===== config.mk =====
export PLATFORM = sky130hd
export DESIGN_NAME = sne_erase_seq
export DESIGN_NICKNAME = d
export VERILOG_FILES = /design/src/core/sne_pkg.sv /design/src/core/sne_sync3.sv /design/src/core/sne_erase_seq.sv
export SDC_FILE = /design/constraint.sdc
export NUM_CORES = 1
export LEC_CHECK = 0
export ABC_CLOCK_PERIOD_IN_PS = 11800
export BUFFER_PORTS_ARGS = -buffer_cell sky130_fd_sc_hd__buf_2
export CORE_MARGIN = 4
export CORE_UTILIZATION = 45
export DETAILED_ROUTE_END_ITERATION = 8
export HOLD_SLACK_MARGIN = 0.05
export REMOVE_ABC_BUFFERS = 1
export SLEW_MARGIN = 25
export SYNTH_ARGS = -nofsm -noshare
export SYNTH_HDL_FRONTEND = slang
export SYNTH_HIERARCHICAL = 1
export SYNTH_SLANG_ARGS = --single-unit

===== constraint.sdc =====
create_clock -name core_clk -period 11.8 [get_ports core_clk]
set_input_delay 1.18 -clock core_clk [delete_from_list [all_inputs] [get_ports core_clk]]
set_output_delay 1.18 -clock core_clk [all_outputs]
set_load 0.01 [all_outputs]

===== src/core/sne_pkg.sv =====
// Constants and types for the serial NOR erase and suspend sequencer
package sne_pkg;
  localparam int CLK_MHZ = 250;
  // Array operation times, microseconds
  localparam int SUBSECTOR_ERASE_TIME_US = 400;
  localparam int SECTOR_ERASE_TIME_US = 1000;
  localparam int DIE_ERASE_TIME_US = 4000;
  localparam int PROGRAM_TIME_US = 120;
  localparam int SUBSECTOR_ERASE_CYC = SUBSECTOR_ERASE_TIME_US * CLK_MHZ;
  localparam int SECTOR_ERASE_CYC = SECTOR_ERASE_TIME_US * CLK_MHZ;
  localparam int DIE_ERASE_CYC = DIE_ERASE_TIME_US * CLK_MHZ;
  localparam int PROGRAM_CYC = PROGRAM_TIME_US * CLK_MHZ;
  // Suspend latency, longest time, rounds down
  localparam int SUSP_LAT_NS = 2000;
  localparam int SUSP_LAT_CYC = (SUSP_LAT_NS * CLK_MHZ) / 1000;
  // Command codes
  localparam logic [7:0] CMD_WREN = 8'h06;
  localparam logic [7:0] CMD_WRDI = 8'h04;
  localparam logic [7:0] CMD_SUB_ERASE = 8'h20;
  localparam logic [7:0] CMD_SEC_ERASE = 8'hd8;
  localparam logic [7:0] CMD_DIE_ERASE = 8'hc4;
  localparam logic [7:0] CMD_PROG = 8'h02;
  localparam logic [7:0] CMD_READ = 8'h03;
  localparam logic [7:0] CMD_SUSPEND = 8'h75;
  localparam logic [7:0] CMD_RESUME = 8'h7a;
  // Frame lengths in bits
  localparam logic [5:0] CNT_CMD = 6'h08;
  localparam logic [5:0] CNT_ADDR = 6'h20;
  localparam logic [5:0] CNT_PROG = 6'h28;
  localparam logic [5:0] CNT_MAX = 6'h3f;
  // Flag status bit positions and reset value
  localparam int FSR_READY = 7;
  localparam int FSR_ER_SUSP = 6;
  localparam int FSR_ER_ERR = 5;
  localparam int FSR_PG_ERR = 4;
  localparam int FSR_PG_SUSP = 2;
  localparam int FSR_PROT = 1;
  localparam logic [7:0] FSR_RST = 8'h80;
  localparam logic [7:0] FSR_W1C = 8'h32;
  localparam logic [7:0] ERASE_FILL = 8'hff;
  // Register byte offsets
  localparam logic [3:0] REG_STATUS = 4'h0;
  localparam logic [3:0] REG_FSR = 4'h4;
  localparam logic [3:0] REG_LOCK = 4'h8;
  localparam logic [31:0] LOCK_RST = 32'h0;
  typedef enum logic [1:0] {
    SNE_K_SUB, SNE_K_SEC, SNE_K_DIE, SNE_K_PROG
  } sne_kind_t;
  typedef enum logic [1:0] {ST_IDLE, ST_RUN, ST_SUSP} sne_state_t;
endpackage : sne_pkg


===== src/core/sne_sync3.sv =====
// Three-stage pin synchroniser with agreement filter
`timescale 1ns/1ps
`default_nettype none
module sne_sync3 (
  // Clock and reset
  input wire logic core_clk,
  input wire logic nrst,
  // Pin and synchronised level
  input wire logic pin,
  output logic level
);
  logic s1_ff;
  logic s2_ff;
  logic s3_ff;
  logic level_ff;

  always_ff @(posedge core_clk or negedge nrst) begin
    if (!nrst) begin
      s1_ff <= 1'b1;
      s2_ff <= 1'b1;
      s3_ff <= 1'b1;
    end else begin
      s1_ff <= pin;
      s2_ff <= s1_ff;
      s3_ff <= s2_ff;
    end
  end

  // Change only once the last two stages agree
  always_ff @(posedge core_clk or negedge nrst) begin
    if (!nrst) begin
      level_ff <= 1'b1;
    end else if (s2_ff == s3_ff) begin
      level_ff <= s3_ff;
    end
  end

  assign level = level_ff;
endmodule : sne_sync3
`default_nettype wire


===== src/core/sne_erase_seq.sv =====
// Erase, program and suspend/resume sequencer with Avalon-MM registers
//
// Function
// - Erase writes FFh over addressed region
// - Erase ignored without write enable latch
// - Partial-byte or unterminated frames are discarded
// - Erase duration chosen by command kind
// - Protected subsector erase refused, flags 1,5
// - Die erase refused if any lock
// - Busy shows wip 1, ready 0
// - Latch cleared at end of erase
// - Failed erase sets erase error bit
// - Address bits sampled on rising clock
// - Suspend 75h halts running operation
// - Suspend sets bit 2 or 6
// - Bit 7 set after suspend latency
// - Near completion finishes, clears suspend bit
// - Flag status resets to 80h
// - One nesting level, suspended program resumes before suspended erase
// - Reads of suspended page flagged undefined
// - Reads in suspended erase sector undefined
// - Program into erase-suspended sector refused
// - Resumed erase skips lock recheck
// - Resume 7Ah restarts only when suspended
`timescale 1ns/1ps
`default_nettype none
module sne_erase_seq #(
  parameter int unsigned SSE_CYC = sne_pkg::SUBSECTOR_ERASE_CYC,
  parameter int unsigned SE_CYC = sne_pkg::SECTOR_ERASE_CYC,
  parameter int unsigned BE_CYC = sne_pkg::DIE_ERASE_CYC,
  parameter int unsigned PP_CYC = sne_pkg::PROGRAM_CYC
) (
  // Clock and reset
  input wire logic core_clk,
  input wire logic nrst,
  // Serial command pins
  input wire logic sck,
  input wire logic select_n,
  input wire logic serial_data_lines,
  // Array side
  input wire logic array_verify_ok,
  output logic arr_go,
  output logic [1:0] arr_kind,
  output logic [23:0] arr_addr,
  output logic [7:0] arr_data,
  output logic rd_undefined,
  // Avalon-MM slave
  input wire logic [3:0] avs_address,
  input wire logic avs_read,
  input wire logic avs_write,
  input wire logic [31:0] avs_writedata,
  input wire logic [3:0] avs_byteenable,
  output logic [31:0] avs_readdata,
  output logic avs_waitrequest
);
  localparam logic [15:0] LAT = 16'(sne_pkg::SUSP_LAT_CYC);
  localparam int LAT_A = sne_pkg::SUSP_LAT_CYC + 2;

  logic sck_s;
  logic sel_n_s;
  logic sdi_s;
  logic sck_q_ff;
  logic sel_q_ff;
  logic [39:0] shift_ff;
  logic [5:0] cnt_ff;
  logic ex;
  logic [7:0] cmd;
  logic [23:0] addr;
  logic [7:0] pdata;

  sne_sync3 u_sync_sck (.core_clk(core_clk), .nrst(nrst), .pin(sck),
    .level(sck_s));
  sne_sync3 u_sync_sel (.core_clk(core_clk), .nrst(nrst), .pin(select_n),
    .level(sel_n_s));
  sne_sync3 u_sync_sdi (.core_clk(core_clk), .nrst(nrst),
    .pin(serial_data_lines), .level(sdi_s));

  always_ff @(posedge core_clk or negedge nrst) begin
    if (!nrst) begin
      // Matches the synchroniser reset level, so no false edge
      sck_q_ff <= 1'b1;
      sel_q_ff <= 1'b1;
    end else begin
      sck_q_ff <= sck_s;
      sel_q_ff <= sel_n_s;
    end
  end

  // Shift on rising serial clock while selected
  always_ff @(posedge core_clk or negedge nrst) begin
    if (!nrst) begin
      shift_ff <= 40'h0;
      cnt_ff <= 6'h0;
    end else if (sel_n_s) begin
      cnt_ff <= 6'h0;
    end else if (sck_s && !sck_q_ff) begin
      shift_ff <= {shift_ff[38:0], sdi_s};
      if (cnt_ff != sne_pkg::CNT_MAX) begin
        cnt_ff <= cnt_ff + 6'h01;
      end
    end
  end

  // Frame ends on select rising; decode by bit count
  assign ex = sel_n_s && !sel_q_ff;
  always_comb begin
    cmd = 8'h0;
    addr = 24'h0;
    pdata = 8'h0;
    if (cnt_ff == sne_pkg::CNT_CMD) begin
      cmd = shift_ff[7:0];
    end else if (cnt_ff == sne_pkg::CNT_ADDR) begin
      cmd = shift_ff[31:24];
      addr = shift_ff[23:0];
    end else if (cnt_ff == sne_pkg::CNT_PROG) begin
      cmd = shift_ff[39:32];
      addr = shift_ff[31:8];
      pdata = shift_ff[7:0];
    end
  end

  // Sequencer state
  sne_pkg::sne_state_t st_ff;
  logic run_er_ff;
  logic [31:0] rem_ff;
  logic [15:0] lat_ff;
  logic [1:0] cur_kind_ff;
  logic [23:0] cur_addr_ff;
  logic [7:0] cur_data_ff;
  logic er_susp_ff;
  logic pg_susp_ff;
  logic [31:0] er_rem_ff;
  logic [31:0] pg_rem_ff;
  logic [1:0] er_kind_ff;
  logic [23:0] er_addr_ff;
  logic [23:0] pg_addr_ff;
  logic [7:0] pg_data_ff;
  logic wel_ff;
  logic wip_ff;
  logic [7:0] fsr_ff;
  logic [31:0] lock_ff;
  logic waitreq_ff;

  logic is_erase;
  logic is_prog;
  logic [1:0] kind;
  logic locked;
  logic done_ev;
  logic fsr_clr;

  // Unframed commands with wrong bit counts decode as 00h and drop
  assign is_erase = ex && cnt_ff == sne_pkg::CNT_ADDR
    && (cmd == sne_pkg::CMD_SUB_ERASE || cmd == sne_pkg::CMD_SEC_ERASE
    || cmd == sne_pkg::CMD_DIE_ERASE);
  assign is_prog = ex && cnt_ff == sne_pkg::CNT_PROG
    && cmd == sne_pkg::CMD_PROG;
  assign kind = is_prog ? sne_pkg::SNE_K_PROG
    : cmd == sne_pkg::CMD_SUB_ERASE ? sne_pkg::SNE_K_SUB
    : cmd == sne_pkg::CMD_SEC_ERASE ? sne_pkg::SNE_K_SEC
    : sne_pkg::SNE_K_DIE;
  assign locked = (kind == sne_pkg::SNE_K_DIE) ? |lock_ff
    : lock_ff[addr[20:16]];
  assign done_ev = st_ff != sne_pkg::ST_IDLE && rem_ff == 32'h1;
  assign fsr_clr = avs_write && !waitreq_ff
    && avs_address == sne_pkg::REG_FSR && avs_byteenable[0];

  function automatic logic [31:0] dur(input logic [1:0] k);
    logic [31:0] d;
    d = 32'(PP_CYC);
    if (k == sne_pkg::SNE_K_SUB) d = 32'(SSE_CYC);
    else if (k == sne_pkg::SNE_K_SEC) d = 32'(SE_CYC);
    else if (k == sne_pkg::SNE_K_DIE) d = 32'(BE_CYC);
    return d;
  endfunction : dur

  always_ff @(posedge core_clk or negedge nrst) begin
    if (!nrst) begin
      st_ff <= sne_pkg::ST_IDLE;
      run_er_ff <= 1'b0;
      rem_ff <= 32'h0;
      lat_ff <= 16'h0;
      cur_kind_ff <= 2'h0;
      cur_addr_ff <= 24'h0;
      cur_data_ff <= 8'h0;
      er_susp_ff <= 1'b0;
      pg_susp_ff <= 1'b0;
      er_rem_ff <= 32'h0;
      pg_rem_ff <= 32'h0;
      er_kind_ff <= 2'h0;
      er_addr_ff <= 24'h0;
      pg_addr_ff <= 24'h0;
      pg_data_ff <= 8'h0;
      wel_ff <= 1'b0;
      wip_ff <= 1'b0;
      fsr_ff <= sne_pkg::FSR_RST;
    end else begin
      // Software clear first, so a same-cycle hardware set wins
      if (fsr_clr) begin
        fsr_ff <= fsr_ff & ~(avs_writedata[7:0] & sne_pkg::FSR_W1C);
      end
      if (st_ff != sne_pkg::ST_IDLE) begin
        rem_ff <= rem_ff - 32'h1;
      end
      if (ex && cnt_ff == sne_pkg::CNT_CMD) begin
        if (cmd == sne_pkg::CMD_WREN) begin
          wel_ff <= 1'b1;
        end else if (cmd == sne_pkg::CMD_WRDI) begin
          wel_ff <= 1'b0;
        end else if (cmd == sne_pkg::CMD_SUSPEND
            && st_ff == sne_pkg::ST_RUN) begin
          if (run_er_ff) fsr_ff[sne_pkg::FSR_ER_SUSP] <= 1'b1;
          else fsr_ff[sne_pkg::FSR_PG_SUSP] <= 1'b1;
          // Spare cycle keeps the parked count from reaching zero
          if (rem_ff > 32'(LAT) + 32'h1) begin
            st_ff <= sne_pkg::ST_SUSP;
            lat_ff <= LAT;
          end
        end else if (cmd == sne_pkg::CMD_RESUME
            && st_ff == sne_pkg::ST_IDLE) begin
          if (pg_susp_ff) begin
            pg_susp_ff <= 1'b0;
            fsr_ff[sne_pkg::FSR_PG_SUSP] <= 1'b0;
            st_ff <= sne_pkg::ST_RUN;
            run_er_ff <= 1'b0;
            rem_ff <= pg_rem_ff;
            cur_kind_ff <= sne_pkg::SNE_K_PROG;
            cur_addr_ff <= pg_addr_ff;
            cur_data_ff <= pg_data_ff;
            wip_ff <= 1'b1;
            fsr_ff[sne_pkg::FSR_READY] <= 1'b0;
          end else if (er_susp_ff) begin
            er_susp_ff <= 1'b0;
            fsr_ff[sne_pkg::FSR_ER_SUSP] <= 1'b0;
            st_ff <= sne_pkg::ST_RUN;
            run_er_ff <= 1'b1;
            rem_ff <= er_rem_ff;
            cur_kind_ff <= er_kind_ff;
            cur_addr_ff <= er_addr_ff;
            wip_ff <= 1'b1;
            fsr_ff[sne_pkg::FSR_READY] <= 1'b0;
          end
        end
      end
      if (is_erase && wel_ff && st_ff == sne_pkg::ST_IDLE
          && !er_susp_ff) begin
        if (locked) begin
          fsr_ff[sne_pkg::FSR_PROT] <= 1'b1;
          fsr_ff[sne_pkg::FSR_ER_ERR] <= 1'b1;
        end else begin
          st_ff <= sne_pkg::ST_RUN;
          run_er_ff <= 1'b1;
          rem_ff <= dur(kind);
          cur_kind_ff <= kind;
          cur_addr_ff <= addr;
          wip_ff <= 1'b1;
          fsr_ff[sne_pkg::FSR_READY] <= 1'b0;
        end
      end
      if (is_prog && wel_ff && st_ff == sne_pkg::ST_IDLE
          && !pg_susp_ff) begin
        if (er_susp_ff && addr[23:16] == er_addr_ff[23:16]) begin
          fsr_ff[sne_pkg::FSR_PG_ERR] <= 1'b1;
        end else if (locked) begin
          fsr_ff[sne_pkg::FSR_PROT] <= 1'b1;
          fsr_ff[sne_pkg::FSR_PG_ERR] <= 1'b1;
        end else begin
          st_ff <= sne_pkg::ST_RUN;
          run_er_ff <= 1'b0;
          rem_ff <= dur(sne_pkg::SNE_K_PROG);
          cur_kind_ff <= sne_pkg::SNE_K_PROG;
          cur_addr_ff <= addr;
          cur_data_ff <= pdata;
          wip_ff <= 1'b1;
          fsr_ff[sne_pkg::FSR_READY] <= 1'b0;
        end
      end
      // Latency over: park the remaining work
      if (st_ff == sne_pkg::ST_SUSP) begin
        lat_ff <= lat_ff - 16'h1;
        if (lat_ff == 16'h1) begin
          st_ff <= sne_pkg::ST_IDLE;
          wip_ff <= 1'b0;
          fsr_ff[sne_pkg::FSR_READY] <= 1'b1;
          if (run_er_ff) begin
            er_susp_ff <= 1'b1;
            er_rem_ff <= rem_ff - 32'h1;
            er_kind_ff <= cur_kind_ff;
            er_addr_ff <= cur_addr_ff;
          end else begin
            pg_susp_ff <= 1'b1;
            pg_rem_ff <= rem_ff - 32'h1;
            pg_addr_ff <= cur_addr_ff;
            pg_data_ff <= cur_data_ff;
          end
        end
      end
      if (done_ev && st_ff == sne_pkg::ST_RUN) begin
        st_ff <= sne_pkg::ST_IDLE;
        wip_ff <= 1'b0;
        wel_ff <= 1'b0;
        fsr_ff[sne_pkg::FSR_READY] <= 1'b1;
        if (run_er_ff) fsr_ff[sne_pkg::FSR_ER_SUSP] <= 1'b0;
        else fsr_ff[sne_pkg::FSR_PG_SUSP] <= 1'b0;
        if (!array_verify_ok) begin
          if (run_er_ff) fsr_ff[sne_pkg::FSR_ER_ERR] <= 1'b1;
          else fsr_ff[sne_pkg::FSR_PG_ERR] <= 1'b1;
        end
      end
    end
  end

  // Array strobe at successful completion
  always_ff @(posedge core_clk or negedge nrst) begin
    if (!nrst) begin
      arr_go <= 1'b0;
      arr_kind <= 2'h0;
      arr_addr <= 24'h0;
      arr_data <= 8'h0;
    end else begin
      arr_go <= done_ev && st_ff == sne_pkg::ST_RUN && array_verify_ok;
      if (done_ev) begin
        arr_kind <= cur_kind_ff;
        arr_addr <= cur_addr_ff;
        arr_data <= run_er_ff ? sne_pkg::ERASE_FILL : cur_data_ff;
      end
    end
  end

  // Read address check against parked operations
  always_ff @(posedge core_clk or negedge nrst) begin
    if (!nrst) begin
      rd_undefined <= 1'b0;
    end else if (!sel_n_s && cnt_ff == sne_pkg::CNT_ADDR
        && cmd == sne_pkg::CMD_READ) begin
      rd_undefined <= (pg_susp_ff && addr[23:8] == pg_addr_ff[23:8])
        || (er_susp_ff && addr[23:16] == er_addr_ff[23:16]);
    end
  end

  // Avalon slave: one wait cycle, then answer
  always_ff @(posedge core_clk or negedge nrst) begin
    if (!nrst) begin
      waitreq_ff <= 1'b1;
      avs_readdata <= 32'h0;
      lock_ff <= sne_pkg::LOCK_RST;
    end else begin
      waitreq_ff <= !((avs_read || avs_write) && waitreq_ff);
      if (avs_read && waitreq_ff) begin
        unique case (avs_address)
          sne_pkg::REG_STATUS: avs_readdata <= {28'h0, pg_susp_ff,
            er_susp_ff, wel_ff, wip_ff};
          sne_pkg::REG_FSR: avs_readdata <= {24'h0, fsr_ff};
          sne_pkg::REG_LOCK: avs_readdata <= lock_ff;
          default: avs_readdata <= 32'h0;
        endcase
      end
      if (avs_write && !waitreq_ff && avs_address == sne_pkg::REG_LOCK) begin
        for (int i = 0; i < 4; i++) begin
          if (avs_byteenable[i]) lock_ff[i*8 +: 8] <= avs_writedata[i*8 +: 8];
        end
      end
    end
  end
  assign avs_waitrequest = waitreq_ff;

  property p_busy_flags;
    @(posedge core_clk) disable iff (!nrst)
    st_ff == sne_pkg::ST_RUN |-> wip_ff && !fsr_ff[sne_pkg::FSR_READY];
  endproperty
  a_busy_flags: assert property (p_busy_flags)
    else $error("busy without wip or with ready");

  property p_wel_end;
    @(posedge core_clk) disable iff (!nrst)
    done_ev && st_ff == sne_pkg::ST_RUN |=> !wel_ff && !wip_ff;
  endproperty
  a_wel_end: assert property (p_wel_end)
    else $error("latch or wip not cleared at end");

  property p_no_wel;
    @(posedge core_clk) disable iff (!nrst)
    is_erase && !wel_ff && st_ff == sne_pkg::ST_IDLE
      |=> st_ff == sne_pkg::ST_IDLE && fsr_ff[1] == $past(fsr_ff[1]);
  endproperty
  a_no_wel: assert property (p_no_wel)
    else $error("erase accepted without latch");

  property p_prot;
    @(posedge core_clk) disable iff (!nrst)
    is_erase && wel_ff && st_ff == sne_pkg::ST_IDLE && !er_susp_ff
      && locked |=> fsr_ff[1] && fsr_ff[5] && wel_ff
      && st_ff == sne_pkg::ST_IDLE;
  endproperty
  a_prot: assert property (p_prot)
    else $error("protected erase not refused");

  property p_timeout;
    @(posedge core_clk) disable iff (!nrst)
    done_ev && st_ff == sne_pkg::ST_RUN && run_er_ff && !array_verify_ok
      |=> fsr_ff[sne_pkg::FSR_ER_ERR] && !wel_ff && !arr_go;
  endproperty
  a_timeout: assert property (p_timeout)
    else $error("failed erase not flagged");

  property p_susp_lat;
    @(posedge core_clk) disable iff (!nrst)
    $rose(st_ff == sne_pkg::ST_SUSP)
      |-> !fsr_ff[7] ##[1:LAT_A] (fsr_ff[7] && st_ff == sne_pkg::ST_IDLE);
  endproperty
  a_susp_lat: assert property (p_susp_lat)
    else $error("suspend did not settle in latency");

  property p_resume_ign;
    @(posedge core_clk) disable iff (!nrst)
    ex && cnt_ff == sne_pkg::CNT_CMD && cmd == sne_pkg::CMD_RESUME
      && !er_susp_ff && !pg_susp_ff && st_ff == sne_pkg::ST_IDLE
      |=> st_ff == sne_pkg::ST_IDLE && !wip_ff;
  endproperty
  a_resume_ign: assert property (p_resume_ign)
    else $error("resume acted while not suspended");

  property p_prog_drop;
    @(posedge core_clk) disable iff (!nrst)
    is_prog && wel_ff && st_ff == sne_pkg::ST_IDLE && !pg_susp_ff
      && er_susp_ff && addr[23:16] == er_addr_ff[23:16]
      |=> fsr_ff[4] && wel_ff && st_ff == sne_pkg::ST_IDLE;
  endproperty
  a_prog_drop: assert property (p_prog_drop)
    else $error("program into suspended sector ran");

  property p_fill;
    @(posedge core_clk) disable iff (!nrst)
    arr_go && arr_kind != sne_pkg::SNE_K_PROG |-> arr_data == 8'hff;
  endproperty
  a_fill: assert property (p_fill)
    else $error("erase fill not FFh");

  property p_bus;
    @(posedge core_clk) disable iff (!nrst)
    (avs_read || avs_write) && avs_waitrequest |=> !avs_waitrequest;
  endproperty
  a_bus: assert property (p_bus)
    else $error("waitrequest held too long");
endmodule : sne_erase_seq
`default_nettype wire


# Yosys cells after proc, flatten, opt, wreduce, memory -nomap -nowiden
# Cells that the tools add are included.
word_totals:
  register_bits: 380
  in_bits: 48
  out_inout_bits: 69
op_classes:
  bitwise: 4
  magnitude_cmp: 2
  n_eq_ne: 28
  n_mux: 187
  reduce_logical: 61
  add_sub_neg: 3
ops:
  columns: ["cell", "count"]
  rows:
  - ["32-bit 2-to-1 mux", 13]
  - ["24-bit 2-to-1 mux", 15]
  - ["8-bit 2-to-1 mux", 17]
  - ["16-bit 2-to-1 mux", 6]
  - ["32-bit case mux with 3 select lines", 1]
  - ["2-bit 2-to-1 mux", 43]
  - ["1-bit 2-to-1 mux", 84]
  - ["20-bit 2-to-1 mux", 3]
  - ["32-bit by 1-bit == test with 1-bit output (second input constant)", 1]
  - ["32-bit by 9-bit greater-than comparator with 1-bit output (second input constant)", 1]
  - ["32-bit OR reduction", 1]
  - ["32-bit by 1-bit subtractor with 32-bit output (second input constant)", 1]
  - ["1-bit logical AND", 28]
  - ["6-bit 2-to-1 mux", 3]
  - ["16-bit by 1-bit == test with 1-bit output (second input constant)", 1]
  - ["16-bit == test", 1]
  - ["8-bit by 2-bit == test with 1-bit output (second input constant)", 2]
  - ["8-bit by 3-bit == test with 1-bit output (second input constant)", 2]
  - ["8-bit by 7-bit == test with 1-bit output (second input constant)", 2]
  - ["8-bit == test (second input constant)", 2]
  - ["16-bit by 1-bit subtractor with 16-bit output (second input constant)", 1]
  - ["2-bit AND reduction", 7]
  - ["2-bit nonzero test", 7]
  - ["6-bit == test (second input constant)", 2]
  - ["24 further kinds", 41]

# Depth between registers and ports, before layout
logic_depth:
  depth_word: 26
  mapped_depth: 16
  ltp_nobuf: 14

# Hierarchy
# Netlist, hierarchy kept.
by_module_without_submodules:
  columns: ["mod", "instances", "area_per_inst_um2", "cells_each"]
  rows:
  - ["sne_erase_seq", 1, 18582.8, 1780]
  - ["sne_sync3", 3, 116.4, 5]

# Least setup slack after synthesis
# No wires, ideal clock.
synth_path:
  path_type: "register -> register"
  from: "register cnt_ff[5]"
  to: "register cur_addr_ff[10]"
  t_arrival_ns: 3.616
  t_required_ns: 11.721
  period_less_slack_ns: 3.696
  path_slack_ns: 8.104
  path_stages_with_launch: 17
  path_cell_list: "dfrtp_1 > buf_6 > buf_6 > mux2_4 > a22o_1 > nand4_1 > nor4_1 > a21oi_1 > ha_1 > nor4b_1 > nand4_1 > nor3_1 > a211o_1 > o32ai_2 > a2bb2oi_4 > buf_6 > mux2i_1"
synth_via:
  elab_chain_len: 16
  word_cells_on_any_way: 51
synth_rtl:
  columns: ["item", "line", "text"]
  rows:
  - ["start: declaration", "sne_erase_seq.sv:65", "logic [5:0] cnt_ff;"]
  - ["start signal: assignment", "sne_erase_seq.sv:99", "cnt_ff <= cnt_ff + 6'h01;"]
  - ["6-bit == test", "sne_erase_seq.sv:115, sne_erase_seq.sv:155", null]
  - ["8-bit 2-to-1 mux", "sne_erase_seq.sv:115", "end else if (cnt_ff == sne_pkg::CNT_PROG) begin"]
  - ["8-bit 2-to-1 mux", "sne_erase_seq.sv:112", "end else if (cnt_ff == sne_pkg::CNT_ADDR) begin"]
  - ["8-bit 2-to-1 mux", "sne_erase_seq.sv:110", "if (cnt_ff == sne_pkg::CNT_CMD) begin"]
  - ["8-bit by 7-bit == test with 1-bit output", "sne_erase_seq.sv:218", "end else if (cmd == sne_pkg::CMD_RESUME"]
  - ["1-bit logical AND", "sne_erase_seq.sv:219", "&& st_ff == sne_pkg::ST_IDLE) begin"]
  - ["24-bit 2-to-1 mux", "sne_erase_seq.sv:218", null]
  - ["24-bit 2-to-1 mux", "sne_erase_seq.sv:209", "end else if (cmd == sne_pkg::CMD_SUSPEND"]
  - ["24-bit 2-to-1 mux", "sne_erase_seq.sv:207", "end else if (cmd == sne_pkg::CMD_WRDI) begin"]
  - ["24-bit 2-to-1 mux", "sne_erase_seq.sv:205", "if (cmd == sne_pkg::CMD_WREN) begin"]
  - ["24-bit 2-to-1 mux", "sne_erase_seq.sv:204", "if (ex && cnt_ff == sne_pkg::CNT_CMD) begin"]
  - ["24-bit 2-to-1 mux", "sne_erase_seq.sv:246", "if (locked) begin"]
  - ["24-bit 2-to-1 mux", "sne_erase_seq.sv:244", "if (is_erase && wel_ff && st_ff == sne_pkg::ST_IDLE"]
  - ["24-bit 2-to-1 mux", "sne_erase_seq.sv:263", "end else if (locked) begin"]
  - ["24-bit 2-to-1 mux", "sne_erase_seq.sv:261", "if (er_susp_ff && addr[23:16] == er_addr_ff[23:16]) begin"]
  - ["24-bit 2-to-1 mux *", "sne_erase_seq.sv:259", "if (is_prog && wel_ff && st_ff == sne_pkg::ST_IDLE"]
  - ["end signal: assignment", "sne_erase_seq.sv:238", "cur_addr_ff <= er_addr_ff;"]
  - ["end signal: assignment", "sne_erase_seq.sv:254", "cur_addr_ff <= addr;"]
  - ["end signal: assignment", "sne_erase_seq.sv:271", "cur_addr_ff <= addr;"]
  - ["end: declaration", "sne_erase_seq.sv:128", "logic [23:0] cur_addr_ff;"]
# Mark *: on every way between the ends. The rest lies on a longest branch, timed or not. The select of a mux whose other input is x is not followed.
# A chain may end at the register's enable or synchronous reset.

# Final worst setup path
# Ends and elaborated chain as after synthesis.

==> summary.md <==
| Metric | Value |
|---|---|
| R2R setup slack | ~6.3 ns |
| DRT antenna net count | 0 |
| # rows | 74 |
| Main combinational cell family by area after synthesis | simple AND/OR/NAND/NOR gates |
| Crit path required time | 12.27 ns |
| Synth-to-Final Area Change | 12.8% |
| Number of global-route vias before repair | between 10000 and 15000 |
| Drt drc | 0 |
| CTS tree | built |
| Async set or reset register ratio after synthesis | 100% |
| Area share of and/or/nand/nor cells after synthesis | ~14% |
| Vias per cell | just under 6 |
| Maximum VDD drop | 0.000119 V |
| Layout Cells excl Fill | 2435 |
| Reg power frac | a little under half |
| Global route overflow | 0 |
| Mux share of post-synthesis cell area | approximately an eighth |
| Largest area contributor in the synthesized netlist | dfrtp_1 |
| CP Capture Type | flip-flop |
| Clock Tree Buf Depth | 3 |
| Nets | about 1900 |
| Pin count of the biggest net entering global routing | around 120 |
| P_leak | approximately 9.9 nW |
| Clk_lat worst skew | just under 0.6 ns |
| Final critical-path setup slack | approximately 6.3 ns |
| # IOs | roughly 120 |
| Synth cell types | 95 |
| Via count | about 14000 |
| Clk pwr share | 47.1% |
| Synth Area in XOR/XNOR | between 3 and 4% |
| Layout cells sized above 1 | 22.2% |
| Post-CTS Hold Buffers | 0 |
| Setup TNS | 0 ns |
| R2R depth | 14 |
| Postcts setup bufs | 0 |
| Post-synth top area share | 47.8% |
| WS Path Type | reg -> reg |
| H-tree Lvls | 2 |
| Total of max-cap violations | 0 |
| Post-route clock period utilization | about 46% |
| Setup violators final | 0 |
| Comb pwr share | roughly 5.5% |
| RSZ-0062 raised after global routing | no |
| Top cells by area, synth | dfrtp_1 48%, mux2_2 8.6%, nor2_1 3.5% |
| Gpl congestion | 0.861 |
| Initial Util | 45.9% |
| Result of the run | finished, final reports clean |
| Switch Pwr | 0.686 mW |
| EDFF count, synth | 0 |
| Crit path DAT | 5.94 ns |
| Post-synthesis compound-gate area fraction | 14.2% |
| Antenna cells | 0 |
| Fill count | about 3700 |
| R2R Path End | cur_addr_ff[10] |
| Slew headroom | between 30% and 40% |
| Post-synthesis sequential area ratio | between 50% and 60% |
| F_max | around 0.18 GHz |
| Worst slack, placed | ~6.4 ns |
| DP Wirelength | ~33 mm |
| Area of the multi-input gates | about 9000 sq um |
| Slew @ Worst Pin | ~1 ns |
| Wire per inst | about 20 um |
| Post-Route WL | 49.6 mm |
| Clock sink count | 378 |
| Synth Warn # | 6 |
| Critical path fanouts, max | between 40 and 50 |
| Top-count cell post-synth | dfrtp_1 |
| Synth Area in Adders | less than 1% |
| Net Sw Frac | roughly a quarter |
| Clock skew | roughly 0.022 ns |
| Min cycle time layout | between 5 and 6 ns |
| Top FF cell, synth | dfrtp_1 |
| CP Capture Point | cur_addr_ff[10] |
| Flops & latches, synth | 378 |
| Die width | 213 um |
| PortBufs | 116 |
| Post-Syn Area | 18900 sq um |
| 1st-iter DRT viols | approximately 1100 |
| Setup crit start kind | flip-flop |
| Worst Setup SP | cnt_ff[5] |
| Global-route wire length before repair | 79.7 mm |
| Synth Instances | between 1500 and 2000 |
| Max Transition Viols Final | 0 |
| Total die area | between 40000 and 50000 sq um |
| CTS root buffer | clkbuf_16 |
| Gr usage total | a little over a fifth |
| Resized cells post-CTS | 0 |
| Drt pass-1 iters | 5 |
| Die Y | ~210 um |
| Core Area | between 40000 and 50000 sq um |
| Hold Crit Class | reg -> reg |
| Power Density | about 140 nW/um^2 |
| Reg clk slew, reported paths | roughly 0.060 ns |
| Reg area | 9480 sq um |
| DP Cell Count | approximately 2400 |
| Final Hold Fails | 0 |
| Num CTS Buffers | 43 |
| Commonest cells in the netlist | 362 x dfrtp_1, 179 x nor2_1, 145 x mux2_2, 136 x nand2_1, 107 x a21oi_1 |
| Post-synthesis average cell area | 10.5 sq um |
| Initial antenna violation count | 0 |
| Crit Reg-Reg Startpoint | cnt_ff[5] |
| Cell internal pwr | between 2 and 2.5 mW |
==> through the flow <==
step / utilization (%) / area, sq um / hold WS (ns) / total power [mW]
2_1_floorplan: - / 18400 / 0.345 / 1.49
3_3_place_gp: 48.2 / 19800 / 0.348 / 1.57
3_5_place_dp: 48.2 / 19900 / 0.347 / 1.58
4_1_cts: 51.8 / 21300 / 0.356 / 2.97
5_1_grt: 51.8 / 21300 / 0.358 / 3.04
6_report: 51.8 / 21300 / 0.356 / 2.94
==> sequential cells by signal, indices dropped and copies added (netlist names), 16 cells and up <==
register	count
cur_addr_ff	24
shift_ff	40
rem_ff	32
avs_readdata	32
er_addr_ff	24
pg_rem_ff	32
er_rem_ff	32
pg_addr_ff	24
arr_addr	24
lat_ff	16
lock_ff	32
==> cell families after synthesis <==
group / Yosys count
mux: 221
buf+inv: 157
flops: 378
xor+xnor: 79
fa+ha+maj: 13
simple gates: 543
compound gates: 404
==> how the worst min path moves through the flow <==
stage / cells past startpoint / slack, ns / end / from
finish: 0 / 0.36 / u_sync_sdi/s2_ff / u_sync_sdi/s1_ff
global route: 0 / 0.36 / u_sync_sel/s2_ff / u_sync_sel/s1_ff
CTS: 0 / 0.36 / u_sync_sel/s2_ff / u_sync_sel/s1_ff
detailed placement: 0 / 0.35 / u_sync_sel/s2_ff / u_sync_sel/s1_ff
global placement: 0 / 0.35 / u_sync_sel/s2_ff / u_sync_sel/s1_ff
floorplan: 0 / 0.35 / u_sync_sck/s2_ff / u_sync_sck/s1_ff
==> layout by cell type (no fill, tap or decap), drive strengths merged, types with 10 or more instances in the layout <==
| master | netlist | routed |
|---|---|---|
| dfrtp | 362 | 362 |
| nor2 | 181 | 181 |
| mux2 | 159 | 159 |
| nand2 | 138 | 138 |
| buf | 59 | 138 |
| a21oi | 107 | 107 |
| o21ai | 89 | 89 |
| clkbuf | 50 | 63 |
| mux2i | 59 | 59 |
| nor3 | 52 | 52 |
| inv | 47 | 49 |
| xnor2 | 43 | 43 |
| a31oi | 40 | 40 |
| xor2 | 36 | 36 |
| nand3 | 35 | 35 |
| a22o | 32 | 32 |
| a22oi | 30 | 30 |
| o22a | 29 | 29 |
| nor4 | 27 | 27 |
| nand4 | 20 | 20 |
| or3 | 18 | 18 |
| dfstp | 16 | 16 |
| and3 | 10 | 10 |
| ha | 10 | 10 |
| o32ai | 10 | 10 |
==> critical path, cell delays in order (launching register included) <==
cell       delay [ns]
dfrtp_1          0.71
nor2b_1          0.64
a22oi_1          0.38
and2_1           0.28
and2_1           0.18
a21oi_1          0.49
ha_1             0.38
nor4b_1          0.24
nand4_1          0.11
nor3_1           0.42
a211o_1          0.20
o32ai_2          0.18
a2bb2oi_4        0.18
buf_4            0.61
mux2i_1          0.33
==> metal layers <==
layer	GRT usage [%]	wire length [um]
met5	0	0
met4	6.84	1190
met3	3.28	2470
met2	36.1	23900
met1	30.3	22000
==> area by class of cell <==
class | count | share of cell area, %
Clock buffer | 63 | 5.77
Clock inverter | 16 | 1.08
Inverter | 48 | 0.844
Multi-Input combinational cell | 1260 | 41.1
Sequential cell | 378 | 44.4
Tap cell | 532 | 3.12
Timing Repair Buffer | 138 | 3.65
==> power by group through the flow <==
stage / clock (mW) / sequential [mW] / combinational (mW)
2_1_floorplan: 0 / 1.39 / 0.0974
3_3_place_gp: 0 / 1.41 / 0.162
3_5_place_dp: 0 / 1.41 / 0.164
4_1_cts: 1.42 / 1.39 / 0.164
5_1_grt: 1.47 / 1.40 / 0.179
6_report: 1.38 / 1.39 / 0.162
Note: power is estimated with default switching activity, not from simulation.
